--- src/pkg/hmap_pkg.sv ---
package hmap_pkg;
   localparam int ADDR_W = 18;
   localparam int DATA_W = 32;
   localparam int MEM_AW = 16;
   localparam int BANKS = 4;
   localparam int FIFO_DEPTH = 32;
   localparam int PIN_W = ADDR_W + DATA_W + 4;
   localparam logic [PIN_W-1:0] PIN_IDLE = {4'hF, 50'h0};
   localparam logic [15:0] MEM_SPACE_BASE = 16'h0400;
   localparam logic [15:0] PLATFORM_OFS = 16'h0300;
   localparam logic [15:0] INT_STATUS_OFS = 16'h0310;
   localparam logic [15:0] DMA_CFG_OFS = 16'h0330;
   localparam logic [15:0] DMA_START_OFS = 16'h0334;
   localparam logic [15:0] DMA_STATUS_OFS = 16'h0338;
   localparam logic [15:0] PREFETCH_OFS = 16'h033C;
   localparam int BUS32_BIT = 8;
   localparam int DMA_REQUEST_POL_BIT = 5;
   localparam int DMA_GRANT_POL_BIT = 6;
   localparam int DMA_DIR_BIT = 0;
   localparam int DMA_EN_BIT = 1;
   localparam int BURST_LSB = 2;
   localparam int LEN_LSB = 16;
   localparam int DONE_BIT = 3;
   localparam logic [31:0] PLATFORM_RST = 32'h0000_0000;
   localparam logic [31:0] DMA_CFG_RST = 32'h0000_0000;
   localparam logic DMA_REQUEST_PIN_RST = 1'b1;
   localparam logic [15:0] STEP32 = 16'h0004;
   localparam logic [15:0] STEP16 = 16'h0002;
   localparam logic [5:0] BURST_1 = 6'h01;
   localparam logic [5:0] BURST_4 = 6'h04;
   localparam logic [5:0] BURST_8 = 6'h08;
   localparam logic [5:0] BURST_16 = 6'h10;
   localparam logic [2:0] SRC_DMA = 3'h4;
   typedef enum {MEM_IDLE, MEM_WAIT} mem_state_e;
   typedef struct packed {
      logic [15:0] addr;
      logic [3:0] be;
      logic [31:0] data;
   } wr_item_s;
endpackage : hmap_pkg

--- src/pkg/fifo_if.sv ---
`timescale 1ns/1ps
interface fifo_if #(parameter int WIDTH = 52);
   logic push_valid;
   logic push_ready;
   logic [WIDTH-1:0] push_data;
   logic pop_valid;
   logic pop_ready;
   logic [WIDTH-1:0] pop_data;
   modport store (input push_valid, push_data, pop_ready, output push_ready, pop_valid, pop_data);
   modport fill (output push_valid, push_data, input push_ready);
   modport drain (input pop_valid, pop_data, output pop_ready);
endinterface : fifo_if

--- src/core/word_fifo.sv ---
`timescale 1ns/1ps
module word_fifo #(
   parameter int WIDTH = 52,
   parameter int DEPTH = 32
) (
   input wire logic clk_in,
   input wire logic rst_in,
   fifo_if.store q
);
   localparam int AW = $clog2(DEPTH);
   logic [WIDTH-1:0] mem_reg [DEPTH];
   logic [AW:0] wr_ptr_reg;
   logic [AW:0] rd_ptr_reg;
   logic [AW:0] count;
   logic push;
   logic pop;

   if (DEPTH < 2 || (1 << AW) != DEPTH) begin : g_bad_depth
      $error("word_fifo depth must be a power of two of at least two.");
   end
   if (WIDTH != $bits(q.push_data)) begin : g_bad_width
      $error("word_fifo width does not match its interface.");
   end

   assign count = wr_ptr_reg - rd_ptr_reg;
   assign q.push_ready = (count != DEPTH[AW:0]);
   assign q.pop_valid = (count != '0);
   assign q.pop_data = mem_reg[rd_ptr_reg[AW-1:0]];
   assign push = q.push_valid && q.push_ready;
   assign pop = q.pop_valid && q.pop_ready;

   always_ff @(posedge clk_in) begin
      if (rst_in) begin
         wr_ptr_reg <= '0;
         rd_ptr_reg <= '0;
      end else begin
         if (push) begin
            wr_ptr_reg <= wr_ptr_reg + 1'b1;
         end
         if (pop) begin
            rd_ptr_reg <= rd_ptr_reg + 1'b1;
         end
      end
   end

   // Storage carries no reset; only the pointers decide what is valid.
   always_ff @(posedge clk_in) begin
      if (push) begin
         mem_reg[wr_ptr_reg[AW-1:0]] <= q.push_data;
      end
   end
endmodule : word_fifo

--- src/core/host_memory_access_port.sv ---
`timescale 1ns/1ps
// Function
// RULE1 - One bit selects 16- or 32-bit bus.
// RULE2 - Processor keeps accesses aligned to bus width.
// RULE3 - 16-bit register access needs both halves.
// RULE4 - Chip select for PIO, grant for DMA.
// RULE5 - Processor loads prefetch pointer before reading.
// RULE6 - Per-bank read pointers advance per read.
// RULE7 - Prefetch applies only to buffer memory space.
// RULE8 - Interleaved bank reads resume where stopped.
// RULE9 - Memory writes use bus address every cycle.
// RULE10 - Register accesses decode bus address each time.
// RULE11 - DMA bursts of 1, 4, 8, 16 cycles.
// RULE12 - Request drops on last strobe, then returns.
// RULE13 - Request stays off after count exhausted.
// RULE14 - Request and grant polarity are programmable.
// RULE15 - Accesses between bursts leave DMA state alone.
// RULE16 - System starts DMA on an aligned address.
// RULE17 - No end pin; done flag set instead.
// RULE18 - Burst bytes; 16-bit needs twice the cycles.
// RULE19 - Odd lengths: only specified bytes are written.
// RULE20 - Enabling DMA raises the request at once.
// RULE21 - System DMA may start without request.
// RULE22 - One DMA at a time, PIO alongside.
// RULE23 - PIO copies use prefetch, raise no done.
module host_memory_access_port #(
   parameter int FIFO_DEPTH = hmap_pkg::FIFO_DEPTH
) (
   input wire logic clk_in,
   input wire logic rst_in,
   input wire logic [hmap_pkg::ADDR_W-1:0] addr_in,
   input wire logic [hmap_pkg::DATA_W-1:0] data_in,
   output logic [hmap_pkg::DATA_W-1:0] data_out,
   output logic data_oe_out,
   input wire logic cs_n_in,
   input wire logic rd_n_in,
   input wire logic wr_n_in,
   input wire logic dma_grant_in,
   output logic dma_request_out,
   output logic dma_done_event_flag_out,
   output logic mem_req_out,
   output logic mem_we_out,
   output logic [hmap_pkg::MEM_AW-1:0] mem_addr_out,
   output logic [hmap_pkg::DATA_W-1:0] mem_wdata_out,
   output logic [3:0] mem_be_out,
   input wire logic mem_ack_in,
   input wire logic [hmap_pkg::DATA_W-1:0] mem_rdata_in
);
   import hmap_pkg::*;

   if (FIFO_DEPTH < 16) begin : g_bad_fifo
      $error("Write queue must hold at least one full burst.");
   end

   logic [PIN_W-1:0] pin_raw, s1_reg, s2_reg, s3_reg, filt_reg;
   logic [17:0] f_addr;
   logic [31:0] f_data;
   logic rd_act, wr_act, rd_prev_reg, wr_prev_reg, rd_start, wr_start;
   logic bus32, grant_act, pio_sel, mem_space;
   logic [1:0] bank;
   logic [15:0] step;
   logic pio_rd_mem, pio_rd_reg, pio_wr_mem, pio_wr_reg;
   logic [31:0] platform_reg, dma_cfg_reg, int_status_reg, reg_rdata, reg_wr_data;
   logic [15:0] dma_start_reg, hold_reg, snap_reg, reg_wr_ofs, reg_ofs;
   logic [17:0] pf_cfg_reg;
   logic reg_wr_en, dma_go, dma_abort;
   logic [15:0] pf_ptr_reg [BANKS];
   logic [31:0] pf_data_reg [BANKS];
   logic [BANKS-1:0] pf_valid_reg, pf_loaded_reg;
   logic [15:0] dma_ptr_reg, dma_left_reg, dma_take;
   logic dma_armed_reg, req_on_reg, req_on_next, dma_beat, dma_dir_rd, last_in_burst, dma_final;
   logic [5:0] dma_beat_reg, burst_cycles;
   logic [31:0] dma_buf_reg;
   logic dma_buf_valid_reg, dma_need, need_any;
   logic [1:0] need_bank;
   logic [3:0] push_be;
   logic push_half;
   mem_state_e mem_state_reg;
   logic [2:0] src_reg;
   wr_item_s push_item, pop_item;

   fifo_if #(.WIDTH($bits(wr_item_s))) wq ();

   word_fifo #(.WIDTH($bits(wr_item_s)), .DEPTH(FIFO_DEPTH)) u_write_queue (
      .clk_in(clk_in),
      .rst_in(rst_in),
      .q(wq)
   );

   // Every pin, bus lines included, is re-timed so that a value counts only once stable.
   assign pin_raw = {dma_grant_in, wr_n_in, rd_n_in, cs_n_in, data_in, addr_in};
   always_ff @(posedge clk_in) begin
      if (rst_in) begin
         s1_reg <= PIN_IDLE;
         s2_reg <= PIN_IDLE;
         s3_reg <= PIN_IDLE;
      end else begin
         s1_reg <= pin_raw;
         s2_reg <= s1_reg;
         s3_reg <= s2_reg;
      end
   end
   for (genvar i = 0; i < PIN_W; i++) begin : g_filt
      always_ff @(posedge clk_in) begin
         if (rst_in) begin
            filt_reg[i] <= PIN_IDLE[i];
         end else if (s2_reg[i] == s3_reg[i]) begin
            filt_reg[i] <= s2_reg[i];
         end
      end
   end

   assign f_addr = filt_reg[17:0];
   assign f_data = filt_reg[49:18];
   assign rd_act = !filt_reg[51];
   assign wr_act = !filt_reg[52];
   assign bus32 = platform_reg[BUS32_BIT]; // [RULE1]
   assign grant_act = (filt_reg[53] == platform_reg[DMA_GRANT_POL_BIT]); // [RULE14]
   assign pio_sel = !filt_reg[50] && !grant_act; // [RULE4]
   assign step = bus32 ? STEP32 : STEP16;
   assign bank = f_addr[17:16];
   assign mem_space = (f_addr[15:0] >= MEM_SPACE_BASE); // [RULE7]
   assign reg_ofs = {f_addr[15:2], 2'b00}; // [RULE10]

   always_ff @(posedge clk_in) begin
      if (rst_in) begin
         rd_prev_reg <= 1'b0;
         wr_prev_reg <= 1'b0;
      end else begin
         rd_prev_reg <= rd_act;
         wr_prev_reg <= wr_act;
      end
   end
   assign rd_start = rd_act && !rd_prev_reg;
   assign wr_start = wr_act && !wr_prev_reg;
   assign pio_rd_mem = rd_start && pio_sel && mem_space;
   assign pio_rd_reg = rd_start && pio_sel && !mem_space;
   assign pio_wr_mem = wr_start && pio_sel && mem_space;
   assign pio_wr_reg = wr_start && pio_sel && !mem_space;

   // A 16-bit register write lands only with its upper half.
   assign reg_wr_en = pio_wr_reg && (bus32 || f_addr[1]); // [RULE3]
   assign reg_wr_data = bus32 ? f_data : {f_data[15:0], hold_reg};
   assign reg_wr_ofs = reg_ofs;
   assign dma_go = reg_wr_en && reg_wr_ofs == DMA_CFG_OFS && reg_wr_data[DMA_EN_BIT];
   assign dma_abort = reg_wr_en && reg_wr_ofs == DMA_CFG_OFS && !reg_wr_data[DMA_EN_BIT];

   always_ff @(posedge clk_in) begin
      if (rst_in) begin
         platform_reg <= PLATFORM_RST;
         dma_cfg_reg <= DMA_CFG_RST;
         dma_start_reg <= '0;
         pf_cfg_reg <= '0;
         hold_reg <= '0;
      end else begin
         if (pio_wr_reg && !bus32 && !f_addr[1]) begin
            hold_reg <= f_data[15:0]; // [RULE3]
         end
         if (reg_wr_en) begin
            unique case (reg_wr_ofs)
               PLATFORM_OFS: platform_reg <= reg_wr_data;
               DMA_CFG_OFS: dma_cfg_reg <= reg_wr_data; // [RULE18]
               DMA_START_OFS: dma_start_reg <= reg_wr_data[15:0];
               PREFETCH_OFS: pf_cfg_reg <= reg_wr_data[17:0];
               default: ;
            endcase
         end
      end
   end

   always_comb begin
      unique case (reg_ofs)
         PLATFORM_OFS: reg_rdata = platform_reg;
         INT_STATUS_OFS: reg_rdata = int_status_reg;
         DMA_CFG_OFS: reg_rdata = dma_cfg_reg;
         DMA_START_OFS: reg_rdata = {16'h0000, dma_start_reg};
         DMA_STATUS_OFS: reg_rdata = {dma_left_reg, 14'h0000, req_on_reg, dma_armed_reg};
         PREFETCH_OFS: reg_rdata = {14'h0000, pf_cfg_reg};
         default: reg_rdata = 32'h0000_0000;
      endcase
   end

   // Each bank owns a pointer and one prefetched double word.
   for (genvar b = 0; b < BANKS; b++) begin : g_bank
      logic fill_ok;
      assign fill_ok = mem_state_reg == MEM_WAIT && mem_ack_in && !mem_we_out
         && src_reg == 3'(b) && mem_addr_out[15:2] == pf_ptr_reg[b][15:2];
      always_ff @(posedge clk_in) begin
         if (rst_in) begin
            pf_ptr_reg[b] <= '0;
            pf_data_reg[b] <= '0;
            pf_valid_reg[b] <= 1'b0;
            pf_loaded_reg[b] <= 1'b0;
         end else if (reg_wr_en && reg_wr_ofs == PREFETCH_OFS && reg_wr_data[17:16] == 2'(b)) begin
            pf_ptr_reg[b] <= {reg_wr_data[15:1], 1'b0}; // [RULE6]
            pf_loaded_reg[b] <= 1'b1;
            pf_valid_reg[b] <= 1'b0;
         end else if (pio_rd_mem && bank == 2'(b)) begin
            pf_ptr_reg[b] <= pf_ptr_reg[b] + step; // [RULE6] [RULE8]
            if (bus32 || pf_ptr_reg[b][1]) begin
               pf_valid_reg[b] <= 1'b0;
            end
         end else if (fill_ok) begin
            pf_data_reg[b] <= mem_rdata_in;
            pf_valid_reg[b] <= 1'b1;
         end
      end
   end

   always_comb begin
      need_any = 1'b0;
      need_bank = 2'b00;
      for (int b = BANKS - 1; b >= 0; b--) begin
         if (pf_loaded_reg[b] && !pf_valid_reg[b]) begin
            need_any = 1'b1;
            need_bank = 2'(b);
         end
      end
   end

   // DMA engine: bursts are counted in bus cycles, twice as many on a 16-bit bus.
   assign dma_dir_rd = dma_cfg_reg[DMA_DIR_BIT];
   always_comb begin
      unique case (dma_cfg_reg[BURST_LSB +: 2])
         2'd0: burst_cycles = BURST_1;
         2'd1: burst_cycles = BURST_4;
         2'd2: burst_cycles = BURST_8;
         2'd3: burst_cycles = BURST_16;
      endcase
      if (!bus32) begin
         burst_cycles = {burst_cycles[4:0], 1'b0}; // [RULE11] [RULE18]
      end
   end
   assign dma_beat = dma_armed_reg && grant_act && (dma_dir_rd ? rd_start : wr_start); // [RULE4]
   assign last_in_burst = (dma_beat_reg + 6'h01) == burst_cycles;
   assign dma_final = dma_left_reg <= step;
   assign dma_take = dma_final ? dma_left_reg : step;
   assign dma_need = dma_armed_reg && dma_dir_rd && !dma_buf_valid_reg;

   always_ff @(posedge clk_in) begin
      if (rst_in) begin
         dma_ptr_reg <= '0;
         dma_left_reg <= '0;
         dma_armed_reg <= 1'b0;
         dma_beat_reg <= '0;
      end else if (dma_go) begin
         dma_ptr_reg <= {dma_start_reg[15:1], 1'b0};
         dma_left_reg <= reg_wr_data[LEN_LSB +: 16];
         dma_armed_reg <= (reg_wr_data[LEN_LSB +: 16] != '0);
         dma_beat_reg <= '0;
      end else if (dma_abort) begin
         dma_armed_reg <= 1'b0;
      end else if (dma_beat) begin
         dma_ptr_reg <= dma_ptr_reg + step;
         dma_left_reg <= dma_left_reg - dma_take;
         dma_beat_reg <= last_in_burst ? 6'h00 : dma_beat_reg + 6'h01;
         if (dma_final) begin
            dma_armed_reg <= 1'b0; // [RULE13]
         end
      end else if (!grant_act) begin
         dma_beat_reg <= '0; // [RULE15]
      end
   end

   always_comb begin
      req_on_next = req_on_reg;
      if (dma_go) begin
         req_on_next = (reg_wr_data[LEN_LSB +: 16] != '0); // [RULE20]
      end else if (dma_abort) begin
         req_on_next = 1'b0;
      end else if (dma_beat && (last_in_burst || dma_final)) begin
         req_on_next = 1'b0; // [RULE12] [RULE13]
      end else if (dma_armed_reg && !grant_act
                   && (dma_dir_rd ? dma_buf_valid_reg : wq.push_ready)) begin
         req_on_next = 1'b1; // [RULE12]
      end
   end
   always_ff @(posedge clk_in) begin
      if (rst_in) begin
         req_on_reg <= 1'b0;
         dma_request_out <= DMA_REQUEST_PIN_RST;
      end else begin
         req_on_reg <= req_on_next;
         dma_request_out <= req_on_next ~^ platform_reg[DMA_REQUEST_POL_BIT]; // [RULE14]
      end
   end

   // The done flag is sticky; a new completion beats a clear in the same cycle.
   always_ff @(posedge clk_in) begin
      if (rst_in) begin
         int_status_reg <= '0;
      end else if (dma_beat && dma_final) begin // [RULE23]
         int_status_reg[DONE_BIT] <= 1'b1; // [RULE17]
      end else if (reg_wr_en && reg_wr_ofs == INT_STATUS_OFS && reg_wr_data[DONE_BIT]) begin
         int_status_reg[DONE_BIT] <= 1'b0;
      end
   end
   assign dma_done_event_flag_out = int_status_reg[DONE_BIT];

   always_ff @(posedge clk_in) begin
      if (rst_in) begin
         dma_buf_reg <= '0;
         dma_buf_valid_reg <= 1'b0;
      end else if (dma_go || (dma_beat && dma_dir_rd && (bus32 || dma_ptr_reg[1]))) begin
         dma_buf_valid_reg <= 1'b0;
      end else if (mem_state_reg == MEM_WAIT && mem_ack_in && !mem_we_out && src_reg == SRC_DMA
                   && mem_addr_out[15:2] == dma_ptr_reg[15:2]) begin
         dma_buf_reg <= mem_rdata_in;
         dma_buf_valid_reg <= 1'b1;
      end
   end

   // PIO writes take the bus address each cycle, DMA writes the DMA pointer; only the final DMA beat may trim lanes.
   assign push_half = (dma_beat ? dma_ptr_reg[1] : f_addr[1]);
   always_comb begin
      push_be = bus32 ? 4'hF : (push_half ? 4'hC : 4'h3);
      if (dma_beat && dma_left_reg < step) begin
         if (bus32) begin
            push_be = (dma_left_reg[1:0] == 2'd1) ? 4'h1
               : (dma_left_reg[1:0] == 2'd2) ? 4'h3 : 4'h7; // [RULE19]
         end else begin
            push_be = push_half ? 4'h4 : 4'h1; // [RULE19]
         end
      end
   end
   assign push_item.addr = dma_beat ? {dma_ptr_reg[15:2], 2'b00} : {f_addr[15:2], 2'b00}; // [RULE9]
   assign push_item.be = push_be;
   assign push_item.data = bus32 ? f_data
      : (push_half ? {f_data[15:0], 16'h0000} : {16'h0000, f_data[15:0]});
   assign wq.push_valid = pio_wr_mem || (dma_beat && !dma_dir_rd); // [RULE22]
   assign wq.push_data = push_item;
   assign pop_item = wr_item_s'(wq.pop_data);
   assign wq.pop_ready = (mem_state_reg == MEM_IDLE);

   // Queued writes go first so a later prefetch never overtakes them.
   always_ff @(posedge clk_in) begin
      if (rst_in) begin
         mem_state_reg <= MEM_IDLE;
         mem_req_out <= 1'b0;
         mem_we_out <= 1'b0;
         mem_addr_out <= '0;
         mem_wdata_out <= '0;
         mem_be_out <= '0;
         src_reg <= '0;
      end else begin
         unique case (mem_state_reg)
            MEM_IDLE: begin
               if (wq.pop_valid) begin
                  mem_req_out <= 1'b1;
                  mem_we_out <= 1'b1;
                  mem_addr_out <= pop_item.addr;
                  mem_wdata_out <= pop_item.data;
                  mem_be_out <= pop_item.be;
                  mem_state_reg <= MEM_WAIT;
               end else if (dma_need || need_any) begin
                  mem_req_out <= 1'b1;
                  mem_we_out <= 1'b0;
                  mem_be_out <= 4'hF;
                  mem_addr_out <= dma_need ? {dma_ptr_reg[15:2], 2'b00}
                     : {pf_ptr_reg[need_bank][15:2], 2'b00};
                  src_reg <= dma_need ? SRC_DMA : {1'b0, need_bank};
                  mem_state_reg <= MEM_WAIT;
               end
            end
            MEM_WAIT: begin
               if (mem_ack_in) begin
                  mem_req_out <= 1'b0;
                  mem_we_out <= 1'b0;
                  mem_state_reg <= MEM_IDLE;
               end
            end
         endcase
      end
   end

   // Read data is chosen at the leading edge and held while the strobe stays.
   always_ff @(posedge clk_in) begin
      if (rst_in) begin
         data_out <= '0;
         data_oe_out <= 1'b0;
         snap_reg <= '0;
      end else begin
         data_oe_out <= rd_act && (!filt_reg[50] || grant_act); // [RULE4]
         if (dma_beat && dma_dir_rd) begin
            data_out <= bus32 ? dma_buf_reg : {16'h0000,
               dma_ptr_reg[1] ? dma_buf_reg[31:16] : dma_buf_reg[15:0]};
         end else if (pio_rd_mem) begin
            data_out <= bus32 ? pf_data_reg[bank] : {16'h0000,
               pf_ptr_reg[bank][1] ? pf_data_reg[bank][31:16] : pf_data_reg[bank][15:0]}; // [RULE8]
         end else if (pio_rd_reg) begin
            if (bus32) begin
               data_out <= reg_rdata; // [RULE10]
            end else if (!f_addr[1]) begin
               data_out <= {16'h0000, reg_rdata[15:0]};
               snap_reg <= reg_rdata[31:16]; // [RULE3]
            end else begin
               data_out <= {16'h0000, snap_reg};
            end
         end
      end
   end
endmodule : host_memory_access_port

--- config.mk ---
export PLATFORM = sky130hd
export DESIGN_NAME = host_memory_access_port
export DESIGN_NICKNAME = d
export VERILOG_FILES = /design/src/pkg/hmap_pkg.sv /design/src/pkg/fifo_if.sv /design/src/core/word_fifo.sv /design/src/core/host_memory_access_port.sv
export SDC_FILE = /design/constraint.sdc
export NUM_CORES = 2
export LEC_CHECK = 0
export BUFFER_PORTS_ARGS = -buffer_cell sky130_fd_sc_hd__buf_2
export CAP_MARGIN = 20
export CORE_UTILIZATION = 56
export DETAILED_ROUTE_END_ITERATION = 8
export HOLD_SLACK_MARGIN = 0.12
export PLACE_DENSITY = 0.71
export SLEW_MARGIN = 20
export SYNTH_ARGS = -nofsm -noshare
export SYNTH_HDL_FRONTEND = slang
export SYNTH_HIERARCHICAL = 1
export SYNTH_SLANG_ARGS = --single-unit
--- constraint.sdc ---
create_clock -name clk_in -period 11.3 [get_ports clk_in]
set_clock_uncertainty 0.05 [all_clocks]
set_input_delay 0 -clock clk_in [delete_from_list [all_inputs] [get_ports clk_in]]
set_output_delay 0 -clock clk_in [all_outputs]
set_load 0.02 [all_outputs]
==> flow_summary.toml <==
[outcome]
outcome = "complete, no violations"

[timing]
fin_tns_setup_ps = 0
grt_setup_unrepaired = "false"
timing.final.crit_period_ps = 5230
slew_violations = 0
fin_ws_ps = 6070
relSlewSlack_pct = 19.8
worst_pin_slew_ps = 1200
fin_crit_sh_pct = 46.3
maxClockFrequency_mhz = 191
hold_viol = 0
setup_violations = 0

[power_and_ir_drop]
power.leakage_nw = 35.5
p_per_area_mw_per_mm2 = 188
power_mw = 20.5
vdd_drop_max_v = 0.000187

[place]
post_dp_cell_area_sq_mm = 0.0990
place_ws_ps = 6180
dp_hpwl_microns = 138000
gp_congestion = 0.895
place_inst = 7877
numPortBuffers = 176

[route]
remaining_drc_errors = 0
post_drt_via_cell_ratio = 6.36
firstDrtPassIters = 9
routedWlPerCell_microns = 29.1
finalWirelength_microns = 247000
antenna_left = 0
drt_iter0_markers = 7039
num_vias = 54100

[cts]
post-cts-setup-buffer-count = 0
cts_buffers = 225
clk_latency_ps = 890
htreeDepth = 4
clk_pin_slew_ps = 60
cts_tree = "done"
cts_max_path_buffers = 3
clock-root-buffer = "clkbuf_16"
cts_sinks = 2385

[yosys]
avgSynthCellArea_sq_um = 16.8
async_flop_share_pct = 0
synthDistinctLibCells = 92
ys_seq_area_share_pct = 69.7
ys.flop_type = "edfxtp_1"
ys_seq_elements = 2385
ys.warnings.count = 6
syn_area_sq_mm = 0.0951
synth_edf_count = 1852
netlist_instances = 5673

[worst_setup_path]
crit_arrival_ps = 5630
critPathRequiredTime_ps = 11690
critPathKind = "flop to flop"
cp-start-kind = "flop"
path_max_fanout = 34
cp-end-kind = "flop"

[layout]
drive_gt1_share_pct = 22.6
fin_area_sq_mm = 0.109
stdcell_count = 8504
layout_common_cells = "edfxtp_1, mux4_2, dfxtp_1"
mostFrequentLayoutCell = "edfxtp_1"
largest_reg_flops = 1664
area_growth_pct = 14.4
final_nets = 6230

[floorplanning]
fp.dieArea_sq_mm = 0.171
core_sq_mm = 0.168
start_util_pct = 56.7
rows = 150
io_pins = 178
die_h_microns = 414
die_x_microns = 414

[hold_path]
worstHoldPathType = "input port to flop"

[grt]
grt_pass1_vias = 53400
grt_overflow_total = 0
grt_max_degree = 166
grt_pass1_wl_microns = 360000
antenna_found_initial = 2
track_usage_pct = 28.8

[flow_run]
max-cap-violations = 0
[stage by stage]
step / util (%) / hold WS (ps)
2_1_floorplan: - / 53.8
3_3_place_gp: 59.0 / 134
3_5_place_dp: 59.0 / 135
4_1_cts: 64.7 / 189
5_1_grt: 64.8 / 255
6_report: 64.8 / 233
[cells in the mapped netlist, types with 10 or more instances]
cell      count  area share, %
mux2i_1     140            1.5
edfxtp_1   1852             58
a22oi_1      21           0.17
a222oi_1     11           0.12
nor3_1       42           0.22
a21oi_1     218            1.1
nor2_1      368            1.5
mux4_2      555             13
a211oi_1    145            1.1
inv_1        37           0.15
nand3b_1     10          0.079
xnor2_1      83           0.76
a31oi_1      19           0.13
xor2_1       62           0.57
nand4b_1     18           0.17
or2_2        19           0.13
a221oi_1     15           0.14
nand4_1      19           0.13
buf_1        30           0.12
nand2_1     299            1.2
nor4_1       20           0.13
or3_1        17           0.11
o21ai_0     104           0.55
mux2_2       79           0.94
nor2b_1     182            1.2
nand2b_1     23           0.15
clkbuf_1    280            1.1
buf_2        45           0.24
and2_1      134           0.88
dfxtp_1     533             11
o22ai_1      49           0.32
ha_1         31           0.41
nand3_1      46           0.24
and3_1       20           0.13
o221ai_1     14           0.13
[path summary, 6_finish.rpt]
kind                                             endpoint                                      from  cells past startpoint  slack (ps)
setup reg to reg  u_write_queue/mem_reg[21][38]$_DFFE_PP_  u_write_queue/wr_ptr_reg[4]$_SDFFE_PP0P_                      9        6070
hold / removal                  data_out[19]$_SDFFE_PP0P_                                    rst_in                      3         230
hold reg to reg                     s2_reg[52]$_SDFF_PP1_                     s1_reg[52]$_SDFF_PP1_                      1         360
setup / recovery  u_write_queue/mem_reg[21][38]$_DFFE_PP_  u_write_queue/wr_ptr_reg[4]$_SDFFE_PP0P_                      9        6070
[critical path, cell delays in order, from the launching register on]
cell and delay, ps:
dfxtp_1 550, ha_1 350, and2_1 190, o21a_1 180, a31o_1 210, o221a_4 320
clkinv_1 220, nand3_1 690, nor2_4 1100, buf_4 880
[per-layer routing]
metal	vias up	routed length (microns)	global-route usage [%]
met2	2890	116000	44.2
li1	22900	-	-
met1	27800	97100	40.8
met5	-	0	0
met4	0	10100	11.8
met3	467	24100	5.36
[logic make-up (layout without fill, tap and decap cells)]
logic type / after synthesis / after routing / synth area share (%)
flops: 2385 / 2385 / 69.7
simple gates: 1254 / 1254 / 6.54
mux: 775 / 775 / 15.6
compound gates: 672 / 672 / 4.57
buf+inv: 403 / 963 / 1.72
xor+xnor: 146 / 146 / 1.35
fa+ha+maj: 37 / 37 / 0.534
other cells: 1 / 68 / 0.00394
[repair_timing]
action                    in CTS  in global routing
hold endpoints to repair     294                  0
resized for setup              0                  0
hold buffers                 200                  0
[layout make-up]
type / count / area [sq um]
inverter: 39 / 146
clock buffer: 285 / 5990
tap: 2204 / 2760
clock inverter: 135 / 1650
fill: 11400 / 59000
timing repair buffer: 504 / 3930
antenna: 3 / 7.51
multi-input combinational: 2949 / 28000
sequential: 2385 / 66300
[where the power goes]
| part | internal [mW] | leakage (nW) | switching [mW] |
|---|---|---|---|
| Combinational | 1.57 | 9.91 | 1.56 |
| Clock | 4.36 | 3.68 | 3.33 |
| Sequential | 9.47 | 21.9 | 0.179 |
Power figures use the tool's default switching activity.
